## config.mk

```make
export PLATFORM = sky130hd
export DESIGN_NAME = spp_host
export DESIGN_NICKNAME = d
export VERILOG_FILES = /design/src/spp_host.v /design/src/spp_shifter.v
export VERILOG_INCLUDE_DIRS = /design/src
export SDC_FILE = /design/constraint.sdc
export NUM_CORES = 1
export LEC_CHECK = 0
export BUFFER_PORTS_ARGS = -buffer_cell sky130_fd_sc_hd__buf_2
export CORE_UTILIZATION = 35
export DETAILED_ROUTE_END_ITERATION = 8
export GPL_TIMING_DRIVEN = 0
export HOLD_SLACK_MARGIN = 0.06
export PLACE_DENSITY_LB_ADDON = 0.3
export SLEW_MARGIN = 20
export SYNTH_ARGS = -nofsm -noshare
export SYNTH_HDL_FRONTEND = slang
export SYNTH_HIERARCHICAL = 1
export SYNTH_SLANG_ARGS = --single-unit
export TNS_END_PERCENT = 5
```

## constraint.sdc

```tcl
create_clock -name CLK_IN -period 5.5 [get_ports CLK_IN]
set_input_delay 0 -clock CLK_IN [delete_from_list [all_inputs] [get_ports CLK_IN]]
set_output_delay 0 -clock CLK_IN [all_outputs]
set_load 0.005 [all_outputs]
```

## src/spp_consts.vh

```
`ifndef SPP_CONSTS_VH
`define SPP_CONSTS_VH

`define SPP_CLK_MHZ          25
`define SPP_CLK_PERIOD_NS    40
`define SPP_SCK_HALF_CYC     8'h04
`define SPP_RST_PULSE_CYC    8'h04
`define SPP_PWRUP_WAIT_US    20000
`define SPP_FLASH_WAIT_US    4500
`define SPP_EEPROM_WAIT_US   9000
`define SPP_ERASE_WAIT_US    9000
`define SPP_PWRUP_WAIT_CYC   (`SPP_PWRUP_WAIT_US * `SPP_CLK_MHZ)
`define SPP_FLASH_WAIT_CYC   (`SPP_FLASH_WAIT_US * `SPP_CLK_MHZ)
`define SPP_EEPROM_WAIT_CYC  (`SPP_EEPROM_WAIT_US * `SPP_CLK_MHZ)
`define SPP_ERASE_WAIT_CYC   (`SPP_ERASE_WAIT_US * `SPP_CLK_MHZ)

`define SPP_OP_ENABLE        3'h0
`define SPP_OP_ERASE         3'h1
`define SPP_OP_LOAD_PAGE     3'h2
`define SPP_OP_WRITE_PAGE    3'h3
`define SPP_OP_READ_FLASH    3'h4
`define SPP_OP_READ_EEPROM   3'h5
`define SPP_OP_WRITE_EEPROM  3'h6
`define SPP_OP_END           3'h7

`define SPP_B1_ENABLE        8'hAC
`define SPP_B2_ENABLE        8'h53
`define SPP_B2_ERASE         8'h80
`define SPP_B1_LOAD_PAGE     8'h40
`define SPP_B1_WRITE_PAGE    8'h4C
`define SPP_B1_READ_FLASH    8'h20
`define SPP_B1_READ_EEPROM   8'hA0
`define SPP_B1_WRITE_EEPROM  8'hC0
`define SPP_HBIT             8'h08
`define SPP_FILL             8'h00
`define SPP_ERASED           8'hFF

`endif

```

## src/spp_host.v

```verilog
`timescale 1ns/1ps
`include "spp_consts.vh"

// Operation
// [RULE1] Reset held low during whole session; an enable in session pulses it high in S_PULS
// [RULE2] Programming enable sent before other instructions
// [RULE3] Device samples data on rising SCK
// [RULE4] Device changes output on falling SCK
// [RULE5] SCK phases longer than device minimum
// [RULE6] Reset and SCK low at power-up
// [RULE7] Wait 20 ms before programming enable
// [RULE8] Device echoes $53 during third byte
// [RULE9] Send whole enable frame; retry on bad echo
// [RULE10] Page loaded bytewise, low byte first
// [RULE11] Write-page commits page by high address
// [RULE12] Wait 4.5 ms after page write
// [RULE13] EEPROM write self-erases the location
// [RULE14] EEPROM bytewise; wait 9.0 ms after each
// [RULE15] Chip erase sets everything to $FF
// [RULE16] Read returns selected memory content
// [RULE17] Flash page reads $FF while busy
// [RULE18] EEPROM byte reads $FF while busy
// [RULE19] Polling fails for $FF; use wait
// [RULE20] Release reset high to end session
// [RULE21] Enable encoded AC 53 xx xx
// [RULE22] Chip erase encoded AC 100x xxxx
// [RULE23] Write-page encoded 4C, address bytes two, three
// [RULE24] MSB first; data returned in byte four
// [RULE25] Device samples SCK with own clock
module spp_host #(
  parameter PWRUP_WAIT  = `SPP_PWRUP_WAIT_CYC,
  parameter FLASH_WAIT  = `SPP_FLASH_WAIT_CYC,
  parameter EEPROM_WAIT = `SPP_EEPROM_WAIT_CYC,
  parameter ERASE_WAIT  = `SPP_ERASE_WAIT_CYC,
  parameter RETRIES     = 4
) (
  // Clock and reset
  input  wire        CLK_IN,
  input  wire        RSTN_IN,
  // Command port
  input  wire        CMD_VALID_IN,
  input  wire [2:0]  CMD_OP_IN,
  input  wire [9:0]  CMD_ADDR_IN,
  input  wire        CMD_HIGH_IN,
  input  wire [7:0]  CMD_DATA_IN,
  input  wire        CMD_POLL_IN,
  output reg         CMD_READY_OUT,
  output reg         RSP_VALID_OUT,
  output reg  [7:0]  RSP_DATA_OUT,
  output reg         RSP_ERR_OUT,
  output reg         SESSION_OUT,
  // Target pins
  output reg         TGT_RESET_OUT,
  output reg         TGT_SCK_OUT,
  output reg         TGT_MOSI_OUT,
  input  wire        TGT_MISO_IN
);
  localparam [6:0] S_IDLE = 7'h01;
  localparam [6:0] S_PWR  = 7'h02;
  localparam [6:0] S_SEND = 7'h04;
  localparam [6:0] S_WAIT = 7'h08;
  localparam [6:0] S_POLL = 7'h10;
  localparam [6:0] S_RDY  = 7'h20;
  localparam [6:0] S_PULS = 7'h40;

  reg  [6:0]  st_q;
  reg  [31:0] tmr_q;
  reg  [7:0]  tries_q;
  reg  [2:0]  op_q;
  reg  [9:0]  addr_q;
  reg         high_q;
  reg  [7:0]  data_q;
  reg         poll_q;
  reg         poll_rd_q;
  reg         start_q;
  reg  [31:0] frame_q;
  reg         enabled_q;
  reg         miso_s1_q;
  reg         miso_s2_q;
  wire        sck_w;
  wire        mosi_w;
  wire        busy_w;
  wire        done_w;
  wire [31:0] rx_w;

  // Builds a frame for an operation
  function [31:0] mk_frame;
    input [2:0] op;
    input [9:0] a;
    input       h;
    input [7:0] d;
    begin
      case (op)
        `SPP_OP_ENABLE:       mk_frame = {`SPP_B1_ENABLE, `SPP_B2_ENABLE, 16'h0000}; // [RULE21]
        `SPP_OP_ERASE:        mk_frame = {`SPP_B1_ENABLE, `SPP_B2_ERASE, 16'h0000};  // [RULE22]
        `SPP_OP_LOAD_PAGE:    mk_frame = {`SPP_B1_LOAD_PAGE | (h ? `SPP_HBIT : `SPP_FILL),
                                          8'h00, 4'h0, a[3:0], d};                   // [RULE10]
        `SPP_OP_WRITE_PAGE:   mk_frame = {`SPP_B1_WRITE_PAGE, 6'h00, a[9:8],
                                          a[7:4], 4'h0, 8'h00};                      // [RULE11] [RULE23]
        `SPP_OP_READ_FLASH:   mk_frame = {`SPP_B1_READ_FLASH | (h ? `SPP_HBIT : `SPP_FILL),
                                          6'h00, a[9:8], a[7:0], `SPP_FILL};
        `SPP_OP_READ_EEPROM:  mk_frame = {`SPP_B1_READ_EEPROM, 8'h00, 1'b0, a[6:0], `SPP_FILL};
        `SPP_OP_WRITE_EEPROM: mk_frame = {`SPP_B1_WRITE_EEPROM, 8'h00, 1'b0, a[6:0], d}; // [RULE14]
        default:              mk_frame = 32'h0000_0000;
      endcase
    end
  endfunction

  spp_shifter u_shift (
    .clk    (CLK_IN),
    .rstn   (RSTN_IN),
    .start  (start_q),
    .frame  (frame_q),
    .miso   (miso_s2_q),
    .sck_q  (sck_w),
    .mosi_q (mosi_w),
    .busy_q (busy_w),
    .done_q (done_w),
    .rx_q   (rx_w)
  );

  always @(posedge CLK_IN) begin
    if (!RSTN_IN) begin
      miso_s1_q     <= 1'b0;
      miso_s2_q     <= 1'b0;
      TGT_SCK_OUT   <= 1'b0;
      TGT_MOSI_OUT  <= 1'b0;
      TGT_RESET_OUT <= 1'b0;                    // [RULE6]
    end else begin
      miso_s1_q     <= TGT_MISO_IN;
      miso_s2_q     <= miso_s1_q;
      TGT_SCK_OUT   <= sck_w;
      TGT_MOSI_OUT  <= mosi_w;
      TGT_RESET_OUT <= (st_q == S_PULS) || (st_q == S_IDLE); // [RULE1] [RULE20]
    end
  end

  always @(posedge CLK_IN) begin
    if (!RSTN_IN) begin
      st_q          <= S_IDLE;
      tmr_q         <= 32'h0000_0000;
      tries_q       <= 8'h00;
      op_q          <= `SPP_OP_END;
      addr_q        <= 10'h000;
      high_q        <= 1'b0;
      data_q        <= 8'h00;
      poll_q        <= 1'b0;
      poll_rd_q     <= 1'b0;
      start_q       <= 1'b0;
      frame_q       <= 32'h0000_0000;
      enabled_q     <= 1'b0;
      CMD_READY_OUT <= 1'b0;
      RSP_VALID_OUT <= 1'b0;
      RSP_DATA_OUT  <= 8'h00;
      RSP_ERR_OUT   <= 1'b0;
      SESSION_OUT   <= 1'b0;
    end else begin
      start_q       <= 1'b0;
      RSP_VALID_OUT <= 1'b0;
      CMD_READY_OUT <= (st_q == S_IDLE) || (st_q == S_RDY);
      SESSION_OUT   <= enabled_q;
      case (st_q)
        S_IDLE: begin
          if (CMD_VALID_IN && CMD_READY_OUT && CMD_OP_IN == `SPP_OP_ENABLE) begin
            CMD_READY_OUT <= 1'b0;
            st_q    <= S_PWR;
            tmr_q   <= PWRUP_WAIT;              // [RULE7]
            tries_q <= RETRIES[7:0];
            op_q    <= `SPP_OP_ENABLE;
          end else if (CMD_VALID_IN && CMD_READY_OUT) begin
            CMD_READY_OUT <= 1'b0;
            RSP_VALID_OUT <= 1'b1;
            RSP_ERR_OUT   <= 1'b1;              // [RULE2]
          end
        end
        S_PWR: begin
          if (tmr_q == 32'h0000_0000) begin
            st_q    <= S_SEND;
            start_q <= 1'b1;
            frame_q <= mk_frame(`SPP_OP_ENABLE, 10'h000, 1'b0, 8'h00);
          end else begin
            tmr_q <= tmr_q - 32'h0000_0001;
          end
        end
        S_PULS: begin
          if (tmr_q == 32'h0000_0000) begin
            st_q  <= S_PWR;
            tmr_q <= PWRUP_WAIT;
          end else begin
            tmr_q <= tmr_q - 32'h0000_0001;
          end
        end
        S_SEND: begin
          if (done_w) begin
            if (op_q == `SPP_OP_ENABLE) begin
              if (rx_w[15:8] == `SPP_B2_ENABLE) begin // [RULE8] [RULE9]
                enabled_q     <= 1'b1;
                RSP_VALID_OUT <= 1'b1;
                RSP_ERR_OUT   <= 1'b0;
                st_q          <= S_RDY;
              end else if (tries_q == 8'h00) begin
                enabled_q     <= 1'b0;
                RSP_VALID_OUT <= 1'b1;
                RSP_ERR_OUT   <= 1'b1;
                st_q          <= S_IDLE;
              end else begin
                tries_q <= tries_q - 8'h01;
                tmr_q   <= {24'h000000, `SPP_RST_PULSE_CYC}; // [RULE6]
                st_q    <= S_PULS;
              end
            end else if (poll_rd_q) begin
              // Polled write: read back until value matches [RULE17] [RULE18]
              if (rx_w[7:0] == data_q) begin
                RSP_VALID_OUT <= 1'b1;
                RSP_ERR_OUT   <= 1'b0;
                st_q          <= S_RDY;
              end else begin
                st_q <= S_POLL;
              end
            end else if (op_q == `SPP_OP_READ_FLASH || op_q == `SPP_OP_READ_EEPROM) begin
              RSP_VALID_OUT <= 1'b1;
              RSP_DATA_OUT  <= rx_w[7:0];       // [RULE16] [RULE24]
              RSP_ERR_OUT   <= 1'b0;
              st_q          <= S_RDY;
            end else if (op_q == `SPP_OP_WRITE_EEPROM) begin
              // Polling cannot see $FF, so that value always waits [RULE19]
              if (poll_q && data_q != `SPP_ERASED) begin
                st_q <= S_POLL;
              end else begin
                tmr_q <= EEPROM_WAIT;           // [RULE13] [RULE14]
                st_q  <= S_WAIT;
              end
            end else if (op_q == `SPP_OP_WRITE_PAGE) begin
              if (poll_q && data_q != `SPP_ERASED) begin
                st_q <= S_POLL;
              end else begin
                tmr_q <= FLASH_WAIT;            // [RULE12]
                st_q  <= S_WAIT;
              end
            end else if (op_q == `SPP_OP_ERASE) begin
              tmr_q <= ERASE_WAIT;              // [RULE15]
              st_q  <= S_WAIT;
            end else begin
              RSP_VALID_OUT <= 1'b1;
              RSP_ERR_OUT   <= 1'b0;
              st_q          <= S_RDY;
            end
          end
        end
        S_POLL: begin
          poll_rd_q <= 1'b1;
          start_q   <= 1'b1;
          st_q      <= S_SEND;
          frame_q   <= mk_frame(op_q == `SPP_OP_WRITE_EEPROM ? `SPP_OP_READ_EEPROM
                                : `SPP_OP_READ_FLASH, addr_q, high_q, 8'h00);
        end
        S_WAIT: begin
          if (tmr_q == 32'h0000_0000) begin
            RSP_VALID_OUT <= 1'b1;
            RSP_ERR_OUT   <= 1'b0;
            st_q          <= S_RDY;
          end else begin
            tmr_q <= tmr_q - 32'h0000_0001;
          end
        end
        S_RDY: begin
          poll_rd_q <= 1'b0;
          if (CMD_VALID_IN && CMD_READY_OUT) begin
            CMD_READY_OUT <= 1'b0;
            op_q   <= CMD_OP_IN;
            addr_q <= CMD_ADDR_IN;
            high_q <= CMD_HIGH_IN;
            data_q <= CMD_DATA_IN;
            poll_q <= CMD_POLL_IN;
            if (CMD_OP_IN == `SPP_OP_END) begin
              enabled_q     <= 1'b0;
              RSP_VALID_OUT <= 1'b1;
              RSP_ERR_OUT   <= 1'b0;
              st_q          <= S_IDLE;          // [RULE20]
            end else if (CMD_OP_IN == `SPP_OP_ENABLE) begin
              tmr_q   <= {24'h000000, `SPP_RST_PULSE_CYC};
              tries_q <= RETRIES[7:0];
              st_q    <= S_PULS;
            end else begin
              start_q <= 1'b1;
              frame_q <= mk_frame(CMD_OP_IN, CMD_ADDR_IN, CMD_HIGH_IN, CMD_DATA_IN);
              st_q    <= S_SEND;
            end
          end
        end
        default: st_q <= S_IDLE;
      endcase
    end
  end
endmodule

```

## src/spp_shifter.v

```verilog
`timescale 1ns/1ps
`include "spp_consts.vh"

// Shifts one 32-bit frame MSB first; SCK is made by dividing CLK_IN
module spp_shifter #(
  parameter HALF = `SPP_SCK_HALF_CYC
) (
  input  wire        clk,
  input  wire        rstn,
  input  wire        start,
  input  wire [31:0] frame,
  input  wire        miso,
  output reg         sck_q,
  output reg         mosi_q,
  output reg         busy_q,
  output reg         done_q,
  output reg  [31:0] rx_q
);
  reg [7:0]  cnt_q;
  reg [5:0]  bits_q;
  reg [31:0] tx_q;

  always @(posedge clk) begin
    if (!rstn) begin
      sck_q  <= 1'b0;
      mosi_q <= 1'b0;
      busy_q <= 1'b0;
      done_q <= 1'b0;
      rx_q   <= 32'h0000_0000;
      cnt_q  <= 8'h00;
      bits_q <= 6'h00;
      tx_q   <= 32'h0000_0000;
    end else begin
      done_q <= 1'b0;
      if (!busy_q) begin
        if (start) begin
          busy_q <= 1'b1;
          tx_q   <= {frame[30:0], 1'b0};
          mosi_q <= frame[31];                  // [RULE24]
          bits_q <= 6'h20;
          cnt_q  <= 8'h00;
        end
      end else if (cnt_q == HALF - 8'h01) begin  // [RULE5]
        cnt_q <= 8'h00;
        if (!sck_q) begin
          sck_q <= 1'b1;                        // [RULE3]
          rx_q  <= {rx_q[30:0], miso};          // [RULE4]
        end else begin
          sck_q  <= 1'b0;
          bits_q <= bits_q - 6'h01;
          mosi_q <= tx_q[31];
          tx_q   <= {tx_q[30:0], 1'b0};
          if (bits_q == 6'h01) begin
            busy_q <= 1'b0;
            done_q <= 1'b1;
            mosi_q <= 1'b0;
          end
        end
      end else begin
        cnt_q <= cnt_q + 8'h01;
      end
    end
  end
endmodule

```

==> results.py <==
metrics = {
    "status": {
        "status": "finished, final reports clean",
    },
    "floorplan": {
        "die_area_mm2": 0.0263,
        "die_h_um": 162,
        "ioPinCount": 42,
        "die_x_um": 162,
        "rows": 58,
        "coreArea_mm2": 0.0252,
        "start_util_pct": 35.7,
    },
    "worst_setup_path": {
        "critical_path_required_ns": 5.79,
        "worst_setup_path_start_kind": "register",
        "crit_type": "reg2reg",
        "crit_slowest_cell": "a21oi_1",
        "cp_slowest_stage_delay_ns": 0.80,
        "reg2reg_depth": 10,
        "end_kind": "register",
        "crit_arrival_ns": 3.74,
        "crit_fanout": 10,
        "cp_cell_sequence": "inv_1, ha_1, or4b_1, nor4_2, nand3_1, a21oi_1, clkbuf_1, nor2_1, o21ai_0, a21oi_1",
        "cp_common_cell": "a21oi_1",
    },
    "route": {
        "first_pass_iters": 7,
        "ant_nets": 0,
        "drt-total-wl_um": 25700,
        "drt_first_iter_violations": 803,
        "wl_per_cell_um": 16.9,
        "drc_errors": 0,
        "vias": 8255,
        "viasPerCell": 5.42,
    },
    "pwr": {
        "p_seq_share_pct": 38.4,
        "ir_drop_v": 0.000214,
        "switching_share_pct": 36.0,
        "p_leak_nw": 3.63,
        "combinationalPowerShare_pct": 29.5,
        "finalPower_mw": 3.67,
        "internal-power_mw": 2.35,
        "power_density_mw_per_mm2": 353,
        "clkPwrFrac_pct": 32.1,
        "p_switching_mw": 1.32,
    },
    "final_layout": {
        "drive_gt1_share_pct": 12.4,
        "nets": 1215,
        "finish.utilization_pct": 41.4,
        "num-fill-cells": 2519,
        "fin_cells": 1523,
        "area_growth_syn_to_layout_pct": 15.9,
        "antennaDiodeCount": 0,
    },
    "grt": {
        "grt_pass1_wl_um": 40900,
        "antenna_found_initial": 0,
        "grt_max_degree": 18,
        "grt_util_all_layers_pct": 19.7,
        "gr-total-overflow": 0,
        "first_global_vias": 7679,
    },
    "sta": {
        "setup_viol_count_final": 0,
        "slew_viol_final": 0,
        "fin_crit_ns": 3.45,
        "slew-limit-headroom_pct": 34.1,
        "fmax_mhz": 290,
        "setup_ws_ns": 2.05,
        "tightest_slew_ns": 0.989,
        "final_hold_viol_count": 0,
        "period_share_pct": 62.7,
        "rsz0062_at_grt": "false",
        "fin_setup_tns_ns": 0,
        "skew_ns": 0.0120,
    },
    "clock_network": {
        "cts_buffers": 17,
        "clk_path_buf_depth": 2,
        "ctsRootBufferMaster": "clkbuf_16",
        "cts.clk_slew.worst_paths_ns": 0.07,
        "post_cts_buffers": 0,
        "holdBufCountCts": 22,
        "cts_sinks": 180,
        "htree_levels": 4,
        "clk_latency_ns": 0.43,
        "cts_resized": 0,
        "cts_tree": "built",
    },
    "placement": {
        "hpwlAfterDp_um": 18800,
        "pre_cts_ws_ns": 2.12,
        "dp.cells": 1469,
        "numPortBuffers": 41,
        "finalWeightedCongestion": 0.949,
    },
    "synth": {
        "synthCells": 1093,
        "yosys_warnings": 6,
        "netlist_area_mm2": 0.00899,
        "synth_area_per_cell_um2": 8.23,
    },
    "min_path": {
        "hold_path.class": "in2reg",
        "whs_path_depth": 4,
    },
    "job": {
        "drv_cap": 0,
    },
}
==> state kept, by name, indices dropped and copies added, names as in the netlist, 3 cells and up <==
signal / cells
u_shift/tx_q: 31
RSP_DATA_OUT: 8
u_shift/cnt_q: 8
st_q: 7
tries_q: 8
u_shift/bits_q: 6
u_shift/rx_q: 16
tmr_q: 32
data_q: 8
frame_q: 25
addr_q: 10
op_q: 3
==> worst max-delay path, delay by kind of cell, from the launching register on <==
| family | cells | cell delay, ns |
|---|---|---|
| simple gates | 4 | 1.18 |
| buf+inv | 2 | 0.58 |
| compound gates | 3 | 1.05 |
| flops | 1 | 0.34 |
| fa+ha+maj | 1 | 0.14 |
==> cell usage in the layout, fill, tap and decap left out, types with 8 or more instances in the layout <==
cell type and count:
nand2_1 186, dfxtp_1 180, a21oi_1 105, nor2_1 97
clkbuf_1 56, buf_2 53, mux2i_1 45, o21ai_0 44
nand3_1 30, nor3_1 26, a211oi_1 26, dlygate4sd3_1 22
xor2_1 19, inv_1 17, clkbuf_16 17, a211oi_2 15
or3_1 14, or4_1 12, nand2b_1 11, nor4_1 11
nand4_1 11, o22ai_1 10, a21o_1 10, and2_1 9
ha_1 8
==> final timing paths <==
path | startpoint | endpoint | slack (ns)
worst max-delay path | tmr_q[0] | tmr_q[14] | 2.05
worst min-delay path | CMD_OP_IN[2] | st_q[0] | 0.17
worst max register to register | tmr_q[0] | tmr_q[14] | 2.05
worst min register to register | miso_s1_q | miso_s2_q | 0.44
==> metal layers <==
layer | global-route usage (%) | share of wire (%) | vias to the layer above
li1 | - | - | 4077
met1 | 26.4 | 47 | 3919
met2 | 32.3 | 47 | 226
met3 | 3.09 | 5.2 | 33
met4 | 6.13 | 1.6 | 0
met5 | 0 | 0 | -
==> power groups by stage <==
stage / Sequential (mW) / Combinational [mW] / Clock [mW]
5_1_grt: 1.42 / 1.16 / 1.25
3_3_place_gp: 1.44 / 1.04 / 0
4_1_cts: 1.41 / 1.06 / 1.21
6_report: 1.41 / 1.08 / 1.18
2_1_floorplan: 1.43 / 0.772 / 0
3_5_place_dp: 1.44 / 1.04 / 0
==> area by class of cell <==
type	instances	area (um2)	share of cell area [%]
Buffer	78	368	3.53
Clock buffer	20	457	4.38
Clock inverter	12	113	1.08
Inverter	17	63.8	0.612
Multi-Input combinational cell	823	4980	47.8
Sequential cell	180	3600	34.6
Tap cell	330	413	3.96
Timing Repair Buffer	63	425	4.08
==> stage by stage <==
stage	hold WS (ns)	instance area (um2)
after global placement	0.211	9630
after floorplan	0.127	9010
after CTS	0.139	10400
after detailed placement	0.215	9630
after global routing	0.191	10400
final	0.166	10400
(Power assumes the default switching activity.)
